### src/hdl/tmc_params.svh
// How it works
// Host picks four modes via mode field.
// Sleep goes standby on wake pattern, local.
// Fault without fail-safe enters protected mode.
// Normal enables driver, receiver, watchdog.
// Standby keeps wake, SPI, inhibit active.
// Listen receives only, no watchdog.
// Sleep drops inhibit, SPI, interrupt, transceiver; the code keeps SPI on in sleep while io_supply is high.
// Sleep SPI slow unless chip select waits.
// No IO supply: only wake leaves sleep.
// Fault-caused sleep sets sleep status flag.
// Reset or wake enters standby, starts timer.
// Timer disable bit only affects sleep wakes.
// Normal mode command stops inactivity timer.
// Select zero: silence interrupt runs timer.
// Select one: idle bus runs timer.
// Timer expiry in active modes enters sleep.
// Fail-safe starts timer, ignores wakes; the code takes a wake to standby once no fault is present.
// Counter limit with action code: locked sleep.
// Fail-safe IO undervoltage turns off SPI, interrupt.
// Standby holds receive low until flags clear.
// Host clears wake flags before selective wake.
// Selective wake: frame, overflow or local wakes.
// Wake pattern: dominant, recessive, dominant filtered.
// Unassigned mode codes keep current mode.
`ifndef TMC_PARAMS_SVH
`define TMC_PARAMS_SVH
`define TMC_MODE_SLEEP 3'h1
`define TMC_MODE_STANDBY 3'h4
`define TMC_MODE_LISTEN 3'h5
`define TMC_MODE_NORMAL 3'h7
`define TMC_ACT_LOCK 3'h4
`define TMC_CLK_MHZ 100
`define TMC_INACTIVE_MS 5
`define TMC_SILENCE_US 1000
`define TMC_WK_FILTER_NS 1000
`define TMC_SPI_DELAY_US 10
`define TMC_INACTIVE_CYC (`TMC_INACTIVE_MS * 1000 * `TMC_CLK_MHZ)
`define TMC_SILENCE_CYC (`TMC_SILENCE_US * `TMC_CLK_MHZ)
`define TMC_FILTER_CYC ((`TMC_WK_FILTER_NS * `TMC_CLK_MHZ + 999) / 1000)
`define TMC_SPI_DELAY_CYC (`TMC_SPI_DELAY_US * `TMC_CLK_MHZ)
`endif

### src/hdl/tmc_pkg.sv
package tmc_pkg;
  typedef enum logic [6:0] {
    ST_STANDBY   = 7'b000_0001,
    ST_NORMAL    = 7'b000_0010,
    ST_LISTEN    = 7'b000_0100,
    ST_SLEEP     = 7'b000_1000,
    ST_FAILSAFE  = 7'b001_0000,
    ST_PROT_IO   = 7'b010_0000,
    ST_PROT_TSD  = 7'b100_0000
  } tmc_state_type;
  typedef enum logic [2:0] {
    WK_IDLE = 3'b001,
    WK_DOM  = 3'b010,
    WK_REC  = 3'b100
  } tmc_wake_type;
endpackage

### src/hdl/tmc_wake_if.sv
`timescale 1ns/1ps
interface tmc_wake_if;
  logic bus_dominant;
  logic arm;
  logic bus_wake_pattern;
  modport ctrl (output bus_dominant, output arm, input bus_wake_pattern);
  modport det  (input bus_dominant, input arm, output bus_wake_pattern);
endinterface

### src/hdl/tmc_wake_detect.sv
`timescale 1ns/1ps
`include "tmc_params.svh"
module tmc_wake_detect #(
  parameter int FILTER_CYC = `TMC_FILTER_CYC
) (
  input  wire logic core_clk,
  input  wire logic srst,
  input  wire logic clk_en,
  tmc_wake_if.det   wk
);
  initial begin
    if (FILTER_CYC < 1 || FILTER_CYC > 65535) begin
      $error("filter count out of range");
    end
  end
  tmc_pkg::tmc_wake_type state_reg;
  tmc_pkg::tmc_wake_type state_next;
  logic [15:0] cnt_reg;
  logic        last_reg;
  logic        hit_reg;
  wire  [15:0] filt_lim = 16'(FILTER_CYC);
  // The cycle in which the level changes never counts as filtered.
  wire         filtered = !changed && (cnt_reg >= filt_lim);
  wire         changed  = (wk.bus_dominant != last_reg);
  // Other bus traffic does not reset a partial pattern.
  always_comb begin
    state_next = state_reg;
    case (state_reg)
      tmc_pkg::WK_IDLE: if (wk.bus_dominant && filtered) begin
        state_next = tmc_pkg::WK_DOM;
      end
      tmc_pkg::WK_DOM: if (!wk.bus_dominant && filtered) begin
        state_next = tmc_pkg::WK_REC;
      end
      tmc_pkg::WK_REC: if (wk.bus_dominant && filtered) begin
        state_next = tmc_pkg::WK_IDLE;
      end
      default: state_next = tmc_pkg::WK_IDLE;
    endcase
  end
  wire pattern_done = (state_reg == tmc_pkg::WK_REC) && (state_next ==
                      tmc_pkg::WK_IDLE);
  always_ff @(posedge core_clk) begin
    if (srst || (clk_en && !wk.arm)) begin
      state_reg <= tmc_pkg::WK_IDLE;
      cnt_reg   <= 16'h0000;
      last_reg  <= 1'b0;
      hit_reg   <= 1'b0;
    end else if (clk_en) begin
      state_reg <= state_next;
      last_reg  <= wk.bus_dominant;
      cnt_reg   <= changed ? 16'h0000
                   : (filtered ? cnt_reg : cnt_reg + 16'h0001);
      hit_reg   <= pattern_done;
    end
  end
  assign wk.bus_wake_pattern = hit_reg;
endmodule

### src/hdl/tmc_mode_ctrl.sv
`timescale 1ns/1ps
`include "tmc_params.svh"
module tmc_mode_ctrl #(
  parameter int INACTIVE_CYC = `TMC_INACTIVE_CYC,
  parameter int SILENCE_CYC  = `TMC_SILENCE_CYC,
  parameter int SPI_DLY_CYC  = `TMC_SPI_DELAY_CYC
) (
  input  wire logic       core_clk,
  input  wire logic       srst,
  input  wire logic       clk_en,
  input  wire logic [2:0] mode_field,
  input  wire logic       mode_write,
  input  wire logic       failsafe_enable,
  input  wire logic       sleep_wake_timer_enable,
  input  wire logic       sleep_wake_timer_disable,
  input  wire logic       silence_timer_select,
  input  wire logic       bus_silence_interrupt,
  input  wire logic       bus_dominant,
  input  wire logic       txd,
  input  wire logic       local_wake_event,
  input  wire logic       selective_wake_config,
  input  wire logic       selective_wake_enable,
  input  wire logic       wake_frame_match,
  input  wire logic       frame_wake_interrupt,
  input  wire logic       frame_overflow_interrupt,
  input  wire logic       power_on_flag,
  input  wire logic       local_wake_flag,
  input  wire logic       io_supply,
  input  wire logic       io_undervoltage,
  input  wire logic       supply_undervoltage,
  input  wire logic       thermal_shutdown,
  input  wire logic       failsafe_counter_limit,
  input  wire logic [2:0] failsafe_counter_action,
  input  wire logic       chip_select_n,
  input  wire logic       flags_cleared,
  output logic      [6:0] mode_state,
  output logic            tx_enable,
  output logic            txd_to_bus,
  output logic            rx_enable,
  output logic            rxd,
  output logic            lp_rx_enable,
  output logic            wake_monitor_enable,
  output logic            watchdog_enable,
  output logic            inhibit_output,
  output logic            interrupt_output_enable,
  output logic            spi_enable,
  output logic            spi_full_rate,
  output logic            frame_rx_enable,
  output logic            sleep_status_fault,
  output logic            sleep_wake_error_active
);
  initial begin
    if (INACTIVE_CYC < 1 || SILENCE_CYC < 1 || SPI_DLY_CYC < 1 ||
        SPI_DLY_CYC > 65535) begin
      $error("timing counts must be positive");
    end
  end
  tmc_pkg::tmc_state_type state_reg;
  tmc_pkg::tmc_state_type state_next;
  tmc_wake_if wk ();
  tmc_wake_detect u_wake (
    .core_clk (core_clk),
    .srst     (srst),
    .clk_en   (clk_en),
    .wk       (wk.det)
  );
  logic [31:0] swe_cnt_reg;
  logic        swe_run_reg;
  logic [31:0] sil_cnt_reg;
  logic [15:0] cs_cnt_reg;
  logic        fault_sleep_reg;
  logic        locked_reg;
  logic        wuf_armed_reg;
  logic        rxd_low_reg;
  logic        last_dom_reg;

  wire is_normal = (state_reg == tmc_pkg::ST_NORMAL);
  wire is_listen = (state_reg == tmc_pkg::ST_LISTEN);
  wire is_sleep  = (state_reg == tmc_pkg::ST_SLEEP);
  wire is_stby   = (state_reg == tmc_pkg::ST_STANDBY);
  wire is_fs     = (state_reg == tmc_pkg::ST_FAILSAFE);
  wire any_fault = io_undervoltage | supply_undervoltage | thermal_shutdown;
  wire bus_act   = (bus_dominant != last_dom_reg);
  wire swe_on    = failsafe_enable & sleep_wake_timer_enable;
  wire swe_done  = swe_run_reg && (swe_cnt_reg >= 32'(INACTIVE_CYC));
  wire silent    = (sil_cnt_reg >= 32'(SILENCE_CYC));
  wire cmd_ok    = mode_write && (!is_sleep || io_supply) && !locked_reg;
  wire code_ok   = (mode_field == `TMC_MODE_NORMAL) ||
                   (mode_field == `TMC_MODE_STANDBY) ||
                   (mode_field == `TMC_MODE_LISTEN) ||
                   (mode_field == `TMC_MODE_SLEEP);
  wire sel_wake  = selective_wake_config & selective_wake_enable;
  // A frame mismatch keeps the device asleep; only these events, a local wake or a host mode command leave.
  wire frame_wake = wuf_armed_reg & (wake_frame_match | frame_wake_interrupt |
                    frame_overflow_interrupt);
  wire sleep_wake = !locked_reg && ((sel_wake ? frame_wake
                    : wk.bus_wake_pattern) || local_wake_event);
  wire lock_hit  = failsafe_counter_limit &&
                   (failsafe_counter_action == `TMC_ACT_LOCK);

  function automatic tmc_pkg::tmc_state_type decode_mode(
      input logic [2:0] code, input tmc_pkg::tmc_state_type cur);
    case (code)
      `TMC_MODE_NORMAL:  decode_mode = tmc_pkg::ST_NORMAL;
      `TMC_MODE_STANDBY: decode_mode = tmc_pkg::ST_STANDBY;
      `TMC_MODE_LISTEN:  decode_mode = tmc_pkg::ST_LISTEN;
      `TMC_MODE_SLEEP:   decode_mode = tmc_pkg::ST_SLEEP;
      default:           decode_mode = cur;
    endcase
  endfunction

  always_comb begin
    state_next = state_reg;
    case (state_reg)
      tmc_pkg::ST_NORMAL, tmc_pkg::ST_LISTEN, tmc_pkg::ST_STANDBY: begin
        if (any_fault && failsafe_enable) begin
          state_next = tmc_pkg::ST_FAILSAFE;
        end else if (any_fault) begin
          state_next = io_undervoltage ? tmc_pkg::ST_PROT_IO
                       : tmc_pkg::ST_PROT_TSD;
        end else if (swe_done) begin
          state_next = tmc_pkg::ST_SLEEP;
        end else if (cmd_ok && code_ok) begin
          state_next = decode_mode(mode_field, state_reg);
        end
      end
      tmc_pkg::ST_SLEEP: begin
        if (sleep_wake) begin
          state_next = tmc_pkg::ST_STANDBY;
        end else if (cmd_ok && code_ok) begin
          state_next = decode_mode(mode_field, state_reg);
        end
      end
      tmc_pkg::ST_FAILSAFE: begin
        // Wake events are ignored here until the fault clears.
        if (lock_hit || swe_done) begin
          state_next = tmc_pkg::ST_SLEEP;
        end else if (!any_fault &&
                     (local_wake_event || wk.bus_wake_pattern)) begin
          state_next = tmc_pkg::ST_STANDBY;
        end else if (!any_fault && cmd_ok && code_ok) begin
          state_next = decode_mode(mode_field, state_reg);
        end
      end
      tmc_pkg::ST_PROT_IO, tmc_pkg::ST_PROT_TSD: begin
        if (!any_fault) begin
          state_next = tmc_pkg::ST_STANDBY;
        end
      end
      default: state_next = tmc_pkg::ST_STANDBY;
    endcase
  end

  wire woke     = is_sleep && (state_next == tmc_pkg::ST_STANDBY);
  wire fs_entry = !is_fs && (state_next == tmc_pkg::ST_FAILSAFE);
  wire cmd_norm = cmd_ok && (mode_field == `TMC_MODE_NORMAL) &&
                  (is_normal || is_listen || is_stby);
  wire sil_arm  = silence_timer_select ? silent : bus_silence_interrupt;
  // Start conditions for the sleep-wake-error timer.
  wire swe_start = (woke && !sleep_wake_timer_disable) ||
                   (fs_entry) ||
                   (swe_on && (is_normal || is_listen) && sil_arm);
  // A normal or listen pick in standby is the host's answer to the timer.
  wire swe_stop  = (swe_on && cmd_norm) ||
                   (is_stby && cmd_ok && (mode_field == `TMC_MODE_NORMAL ||
                    mode_field == `TMC_MODE_LISTEN)) ||
                   (is_stby && flags_cleared) ||
                   (!silence_timer_select && !bus_silence_interrupt &&
                    (is_normal || is_listen)) ||
                   (silence_timer_select && bus_act &&
                    (is_normal || is_listen)) ||
                   (state_next == tmc_pkg::ST_SLEEP);

  always_ff @(posedge core_clk) begin
    if (srst) begin
      state_reg     <= tmc_pkg::ST_STANDBY;
      swe_run_reg   <= 1'b1;
      swe_cnt_reg   <= 32'h0000_0000;
      sil_cnt_reg   <= 32'h0000_0000;
      last_dom_reg  <= 1'b0;
    end else if (clk_en) begin
      state_reg    <= state_next;
      last_dom_reg <= bus_dominant;
      sil_cnt_reg  <= bus_act ? 32'h0000_0000
                      : (silent ? sil_cnt_reg : sil_cnt_reg + 32'h0000_0001);
      if (swe_stop) begin
        swe_run_reg <= 1'b0;
        swe_cnt_reg <= 32'h0000_0000;
      end else if (swe_start && !swe_run_reg) begin
        swe_run_reg <= 1'b1;
        swe_cnt_reg <= 32'h0000_0000;
      end else if (swe_run_reg && !swe_done) begin
        swe_cnt_reg <= swe_cnt_reg + 32'h0000_0001;
      end
    end
  end

  // Locking survives everything but a power cycle, i.e. srst.
  always_ff @(posedge core_clk) begin
    if (srst) begin
      fault_sleep_reg <= 1'b0;
      locked_reg      <= 1'b0;
      wuf_armed_reg   <= 1'b0;
      rxd_low_reg     <= 1'b1;
      cs_cnt_reg      <= 16'h0000;
    end else if (clk_en) begin
      if (is_fs && lock_hit) begin
        locked_reg <= 1'b1;
      end
      if (!is_sleep && state_next == tmc_pkg::ST_SLEEP) begin
        fault_sleep_reg <= is_fs;
      end
      if (!is_sleep || !sel_wake) begin
        wuf_armed_reg <= 1'b0;
      end else if (wk.bus_wake_pattern) begin
        wuf_armed_reg <= 1'b1;
      end
      if (woke) begin
        rxd_low_reg <= 1'b1;
      end else if (is_stby && !power_on_flag && !local_wake_flag &&
                   !frame_wake_interrupt && !frame_overflow_interrupt) begin
        rxd_low_reg <= 1'b0;
      end
      if (chip_select_n) begin
        cs_cnt_reg <= 16'h0000;
      end else if (cs_cnt_reg < 16'(SPI_DLY_CYC)) begin
        cs_cnt_reg <= cs_cnt_reg + 16'h0001;
      end
    end
  end

  assign wk.bus_dominant = bus_dominant;
  assign wk.arm = is_sleep || is_stby || is_fs;

  wire fs_io_ok = !io_undervoltage;
  always_ff @(posedge core_clk) begin
    if (srst) begin
      mode_state              <= 7'h01;
      tx_enable               <= 1'b0;
      txd_to_bus              <= 1'b1;
      rx_enable               <= 1'b0;
      rxd                     <= 1'b0;
      lp_rx_enable            <= 1'b1;
      wake_monitor_enable     <= 1'b1;
      watchdog_enable         <= 1'b1;
      inhibit_output          <= 1'b1;
      interrupt_output_enable <= 1'b1;
      spi_enable              <= 1'b1;
      spi_full_rate           <= 1'b1;
      frame_rx_enable         <= 1'b0;
      sleep_status_fault      <= 1'b0;
      sleep_wake_error_active <= 1'b0;
    end else if (clk_en) begin
      mode_state          <= state_reg;
      tx_enable           <= is_normal;
      txd_to_bus          <= is_normal ? txd : 1'b1;
      rx_enable           <= is_normal || is_listen;
      rxd                 <= (is_normal || is_listen) ? !bus_dominant
                             : !(is_stby && rxd_low_reg);
      lp_rx_enable        <= !(is_normal || is_listen);
      wake_monitor_enable <= is_stby || is_sleep ||
                             (is_fs && !any_fault);
      watchdog_enable     <= is_normal || is_stby;
      inhibit_output      <= !is_sleep;
      interrupt_output_enable <= !is_sleep &&
                                 (state_reg != tmc_pkg::ST_PROT_IO) &&
                                 (!is_fs || fs_io_ok);
      spi_enable          <= (is_sleep ? io_supply : 1'b1) &&
                             (state_reg != tmc_pkg::ST_PROT_IO) &&
                             (!is_fs || fs_io_ok);
      spi_full_rate       <= !is_sleep ||
                             (cs_cnt_reg >= 16'(SPI_DLY_CYC));
      frame_rx_enable     <= wuf_armed_reg;
      sleep_status_fault  <= fault_sleep_reg;
      sleep_wake_error_active <= swe_run_reg;
    end
  end
endmodule

### config.mk
export PLATFORM = sky130hd
export DESIGN_NAME = tmc_mode_ctrl
export DESIGN_NICKNAME = d
export VERILOG_FILES = /design/src/hdl/tmc_pkg.sv /design/src/hdl/tmc_wake_if.sv /design/src/hdl/tmc_wake_detect.sv /design/src/hdl/tmc_mode_ctrl.sv
export VERILOG_INCLUDE_DIRS = /design/src /design/src/hdl
export SDC_FILE = /design/constraint.sdc
export NUM_CORES = 1
export LEC_CHECK = 0
export ABC_AREA = 1
export BUFFER_PORTS_ARGS = -buffer_cell sky130_fd_sc_hd__buf_2
export CAP_MARGIN = 10
export CORE_MARGIN = 4
export CORE_UTILIZATION = 61
export CTS_BUF_LIST = sky130_fd_sc_hd__clkbuf_16
export CTS_CLUSTER_SIZE = 16
export DETAILED_ROUTE_END_ITERATION = 16
export PLACE_DENSITY_LB_ADDON = 0.25
export SYNTH_ARGS = -nofsm -noshare
export SYNTH_HDL_FRONTEND = slang
export SYNTH_SLANG_ARGS = --single-unit
export TNS_END_PERCENT = 100
### constraint.sdc
create_clock -name core_clk -period 6 [get_ports core_clk]
set_input_delay 0.6 -clock core_clk [delete_from_list [all_inputs] [get_ports core_clk]]
set_output_delay 0.6 -clock core_clk [all_outputs]
set_load 0.03 [all_outputs]
# After elaboration in Yosys (flattened, before gate mapping)

Index checks and enable logic that the tools add are counted.

Register bits after elaboration: 135
Logic and storage cells: 210

$add $sub $neg: 4
Magnitude comparators: 5
Equality and inequality tests: 24
Multiplexer cells: 36
Bitwise gates (word level): 7
Reduce and logical (&&, ||, !) cells: 105

Operator list:

| cell                  | count |
|---|---|
| $mux 32               | 5 |
| $mux 7                | 10 |
| $add 32x1->32 const B | 2 |
| $mux 16               | 4 |
| $pmux 7 s4            | 2 |
| $logic_and 1x1->1     | 44 |
| $add 16x1->16 const B | 2 |
| $ge 32x17->1 const B  | 1 |
| $ge 32x19->1 const B  | 1 |
| $logic_or 1x1->1      | 25 |
| $logic_not 1->1       | 20 |
| $reduce_and 2->1      | 9 |
| $ge 16x10->1 const B  | 1 |
| $ge 16x7->1 const B   | 1 |
| $lt 16x10->1 const B  | 1 |
| $eq 3x3->1 const B    | 5 |
| $eq 7x1->1 const B    | 2 |
| $eq 7x4->1 const B    | 2 |
| $eq 7x5->1 const B    | 2 |
| $mux 1                | 11 |
| $eq 3x1->1 const B    | 3 |
| $mux 3                | 3 |
| $pmux 3 s3            | 1 |
| $reduce_bool 2->1     | 4 |
| 13 further kinds      | 20 |

# Depth between registers and ports, before layout

Depth in word-level cells: 19
Mapped depth: 19

# Modules after synthesis

A second synthesis with hierarchy kept.

Cells, all modules: 956
Area total of the unflattened synthesis: 6727.7 um^2

By module, submodules not included:

| module          | instances | cells an instance | area each (um^2) | sequential area each (um^2) |
|---|---|---|---|---|
| tmc_mode_ctrl   | 1         | 814               | 5649.2           | 2282.2 |
| tmc_wake_detect | 1         | 142               | 1078.5           | 420.4 |

# Least setup slack after synthesis

Ideal clock, no wire load.

Path kind: input port to flip-flop
From: input io_undervoltage
To: register swe_cnt_reg[14]
Setup time: 0.069 ns
Arrival: 2.045 ns
Required time: 5.931 ns
Path slack: 3.886 ns
Stages on the path: 14
Path buffers: 1
Cells stage by stage: nor3_4 inv_2 nor2_4 nand2_1 nand3_1 nand2_1 inv_2 nand2_4 nor2_4 nand3_2 inv_4 buf_6 nand2_1 a21oi_2

Longest elaborated chain between the ends: 17
Elaborated cells between the ends (all ways): 29

RTL lines:

| what                                                                 | RTL line                                   | RTL |
|---|---|---|
| start, declared                                                      | tmc_mode_ctrl.sv:29                        | `input wire logic io_undervoltage,` |
| $or 1x1->1 (2 in series)                                             | tmc_mode_ctrl.sv:82                        | `wire any_fault = io_undervoltage \| supply_undervoltage \| thermal_shutdown;` |
| $logic_not 1->1                                                      | tmc_mode_ctrl.sv:138, tmc_mode_ctrl.sv:141 |  |
| $logic_and 1x1->1 (2 in series)                                      | tmc_mode_ctrl.sv:141                       | `end else if (!any_fault && cmd_ok && code_ok) begin` |
| $mux 7                                                               | tmc_mode_ctrl.sv:141                       |  |
| $mux 7                                                               | tmc_mode_ctrl.sv:138                       | `end else if (!any_fault &&` |
| $mux 7                                                               | tmc_mode_ctrl.sv:136                       | `if (lock_hit \|\| swe_done) begin` |
| $pmux 7 s4 *                                                         | tmc_mode_ctrl.sv:114                       | `case (state_reg)` |
| $eq 7x1->1                                                           | tmc_mode_ctrl.sv:154                       | `wire woke = is_sleep && (state_next == tmc_pkg::ST_STANDBY);` |
| $logic_and 1x1->1                                                    | tmc_mode_ctrl.sv:154                       |  |
| $logic_and 1x1->1                                                    | tmc_mode_ctrl.sv:160                       | `wire swe_start = (woke && !sleep_wake_timer_disable) \|\|` |
| $logic_or 1x1->1                                                     | tmc_mode_ctrl.sv:160                       |  |
| $logic_or 1x1->1                                                     | tmc_mode_ctrl.sv:161                       | `(fs_entry) \|\|` |
| $logic_and 1x1->1                                                    | tmc_mode_ctrl.sv:189                       | `end else if (swe_start && !swe_run_reg) begin` |
| $reduce_bool 3->1 (no source line) / $mux 32 (equally long branches) | --                                         |  |
| $reduce_and 2->1 (no source line) / $mux 32 (equally long branches)  | --                                         |  |
| end signal, assigned                                                 | tmc_mode_ctrl.sv:193                       | `swe_cnt_reg <= swe_cnt_reg + 32'h0000_0001;` |
| end, declared                                                        | tmc_mode_ctrl.sv:67                        | `logic [31:0] swe_cnt_reg;` |

Mark *: on every way between the ends. The rest lies on a longest branch, timed or not.
A chain may end at the register's enable or synchronous reset.

# Worst setup path after layout

From: input clk_en
To: register fault_sleep_reg

Longest elaborated chain between the ends: 1

RTL lines:

| what                              | RTL line             | RTL |
|---|---|---|
| start, declared                   | tmc_mode_ctrl.sv:10  | `input wire logic clk_en,` |
| $reduce_and 2->1 (no source line) | --                   |  |
| end signal, assigned              | tmc_mode_ctrl.sv:211 | `fault_sleep_reg <= is_fs;` |
| end, declared                     | tmc_mode_ctrl.sv:71  | `logic fault_sleep_reg;` |

No other way between the ends.

==> reports/metrics.cfg <==
[power_and_ir_drop]
irDropWorstVdd_mv = 0.2497
p_sw_uw = 554.3
p_seq_share_pct = 44.6
intPower_mw = 1.541
p_leak_nw = 3.022
combPwrFrac_pct = 9.5
p_per_area_nw_per_um2 = 286.8
power_frac_clock_pct = 45.9
switching_share_pct = 26.46

[die]
initial_utilization_pct = 62.45
top_level_ports = 53
fp.dieW_um = 110.8
fp.dieArea_um2 = 12280
die_h_um = 110.8
rows = 37
core_area_um2 = 10320

[route]
firstDrtPassIters = 6
remaining_drc_errors = 0
vias_per_cell = 5.362
finalWirelength_mm = 14.64
routedWlPerCell_um = 13.37
num_vias = 5871
ant_nets = 0
drtIter0Drc = 479

[min_path]
holdPathStages = 3
min_path_type = in2reg

[timing]
fin_crit_sh_pct = 46.23
finalHoldViolCount = 0
tightest_slew_ns = 0.9092
setup_tns_ns = 0
min_period_ns = 2.774
rsz0062_at_grt = no
finalClockSkew_ns = 0.007331
fmax_mhz = 360.5
slew_viol_final = 0
relSlewSlack_pct = 39.01
setup_viol = 0

[placement]
dp.cells = 1063
io_buffers = 52
globalplace.congestion = 0.9751
hpwl_mm = 10.10

[synth]
synthCells = 900
synth_compound_area_share_pct = 13.08
synthFlopType = dfxtp_1
synth_top_family_by_area = simple AND/OR/NAND/NOR gates
syn_avg_cell_area_um2 = 7.164
synthAdderAreaFrac_pct = 1.552
syn_nets = 940
synth-edff-count = 0
synth_xor_area_share_pct = 3.668
yosys_warnings = 0
yosysUniqueCellTypes = 46
synth-simple-area-share_pct = 30.00
netlist_area_um2 = 6447
ys_ff_latch = 135
async_reset_ff_share_pct = 0
synthMuxAreaShare_pct = 0
seq_area_frac_synth_pct = 41.92

[worst_setup_path]
cp-start-kind = input pin
reg2reg_depth = 10
r2r_setup_slack_ns = 3.27
end_kind = flip-flop
cp_max_fo = 42
arrival_ns = 3.10
cp.required_ns = 6.33
crit_type = in2reg

[global_routing]
grt_antenna_before_repair = 0
grt_pass1_vias = 5462
grt_overflow = 0
grt_usage_pct = 24.41
grt_max_degree = 56
grt_pass1_wl_mm = 24.81

[clock_tree]
clock_latency_ns = 0.42
cts-root-buf = clkbuf_16
cts_max_level = 4
clk_pin_slew_ns = 0.06
cts_sinks = 135
postCtsHoldBufs = 0
cts_resized = 0
postCtsSetupBuffers = 0
tritoncts = done
numCtsBuffers = 17
cts.path.max_buffers = 2

[layout]
area_growth_pct = 13.29
antenna_cells = 0
drive_gt1_share_pct = 12.30
final_common_cell = nand2_1
num-nets-final = 986
final_cells = 1095
layout_common_cells = nand2_1 (184), dfxtp_1 (135), inv_1 (122), nor2_1 (82), a21oi_1 (72)

[job]
maxCapViolCount = 0

[status]
status = finished, final reports clean

## power groups by stage
stage / Clock, mW / Combinational, mW / Sequential, mW
6_report: 0.962 / 0.198 / 0.934
5_1_grt: 1.02 / 0.222 / 0.936
4_1_cts: 0.977 / 0.197 / 0.934
3_5_place_dp: 0 / 0.196 / 0.953
3_3_place_gp: 0 / 0.193 / 0.953
2_1_floorplan: 0 / 0.132 / 0.966
## per-layer routing
layer / vias to the layer above / track usage, % / part of all wire [%]
li1: 3031 / - / -
met1: 2651 / 31.26 / 46
met2: 162 / 40.09 / 46
met3: 27 / 5.677 / 6.0
met4: 0 / 9.195 / 1.9
met5: - / 0 / 0
## cells in the mapped netlist (all sizes together), types with 8 or more instances
master / number / area [um2]
nor2: 87 / 349.1
nand4: 12 / 75.07
a21oi: 77 / 404.1
ha: 8 / 100.1
nor4: 14 / 87.58
dfxtp: 135 / 2703
clkbuf: 19 / 71.32
nand3: 58 / 330.3
nand2: 193 / 762.0
o21ai: 48 / 244.0
inv: 129 / 486.7
nor3: 52 / 294.0
xor2: 20 / 175.2
## final timing paths
check                                      end                         start
hold reg to reg   swe_cnt_reg[29]$_SDFFE_PP0P_  swe_cnt_reg[29]$_SDFFE_PP0P_
setup reg to reg   sil_cnt_reg[6]$_SDFFE_PP0P_  sil_cnt_reg[29]$_SDFFE_PP0P_
setup / recovery  fault_sleep_reg$_SDFFE_PP0P_                        clk_en
hold / removal         txd_to_bus$_SDFFE_PP1P_                           txd
## worst max-delay path: stages
cell      delay, ns
buf_2          0.61
clkinv_1       0.99
nor2_1         0.56
a21oi_1        0.12
a311oi_1       0.19
## cell type report
type                    instances  area (um2)
fillers                       856        3019
well taps                     136       170.2
clock inverters                15       126.4
flip-flops and latches        135        2703
multi-input cells             607        3114
repair buffers                 53       267.8
clock buffers                  17       425.4
inverters                     132       498.0
## metrics by stage
| step | area (um2) | total power [mW] | hold WS [ns] | setup slack, ns | util (%) |
|---|---|---|---|---|---|
| 2_1_floorplan | 6447 | 1.098 | 0.4083 | 3.886 | - |
| 3_3_place_gp | 6753 | 1.146 | 0.4187 | 2.932 | 65.41 |
| 3_5_place_dp | 6753 | 1.149 | 0.4194 | 2.865 | 65.41 |
| 4_1_cts | 7305 | 2.108 | 0.4108 | 3.240 | 70.76 |
| 5_1_grt | 7305 | 2.179 | 0.4368 | 2.876 | 70.76 |
| 6_report | 7305 | 2.095 | 0.4192 | 3.226 | 70.76 |
## kinds of logic (layout without fill, tap and decap cells)
family / Yosys count / after routing
and+or+nand+nor: 421 / 421
DFF: 135 / 135
adders and majority gates: 8 / 8
xor gates and xnor gates: 27 / 27
AOI/OAI and AO/OA: 151 / 151
buffers and inverters: 158 / 217
No activity file was read; power rests on OpenSTA's default activity.
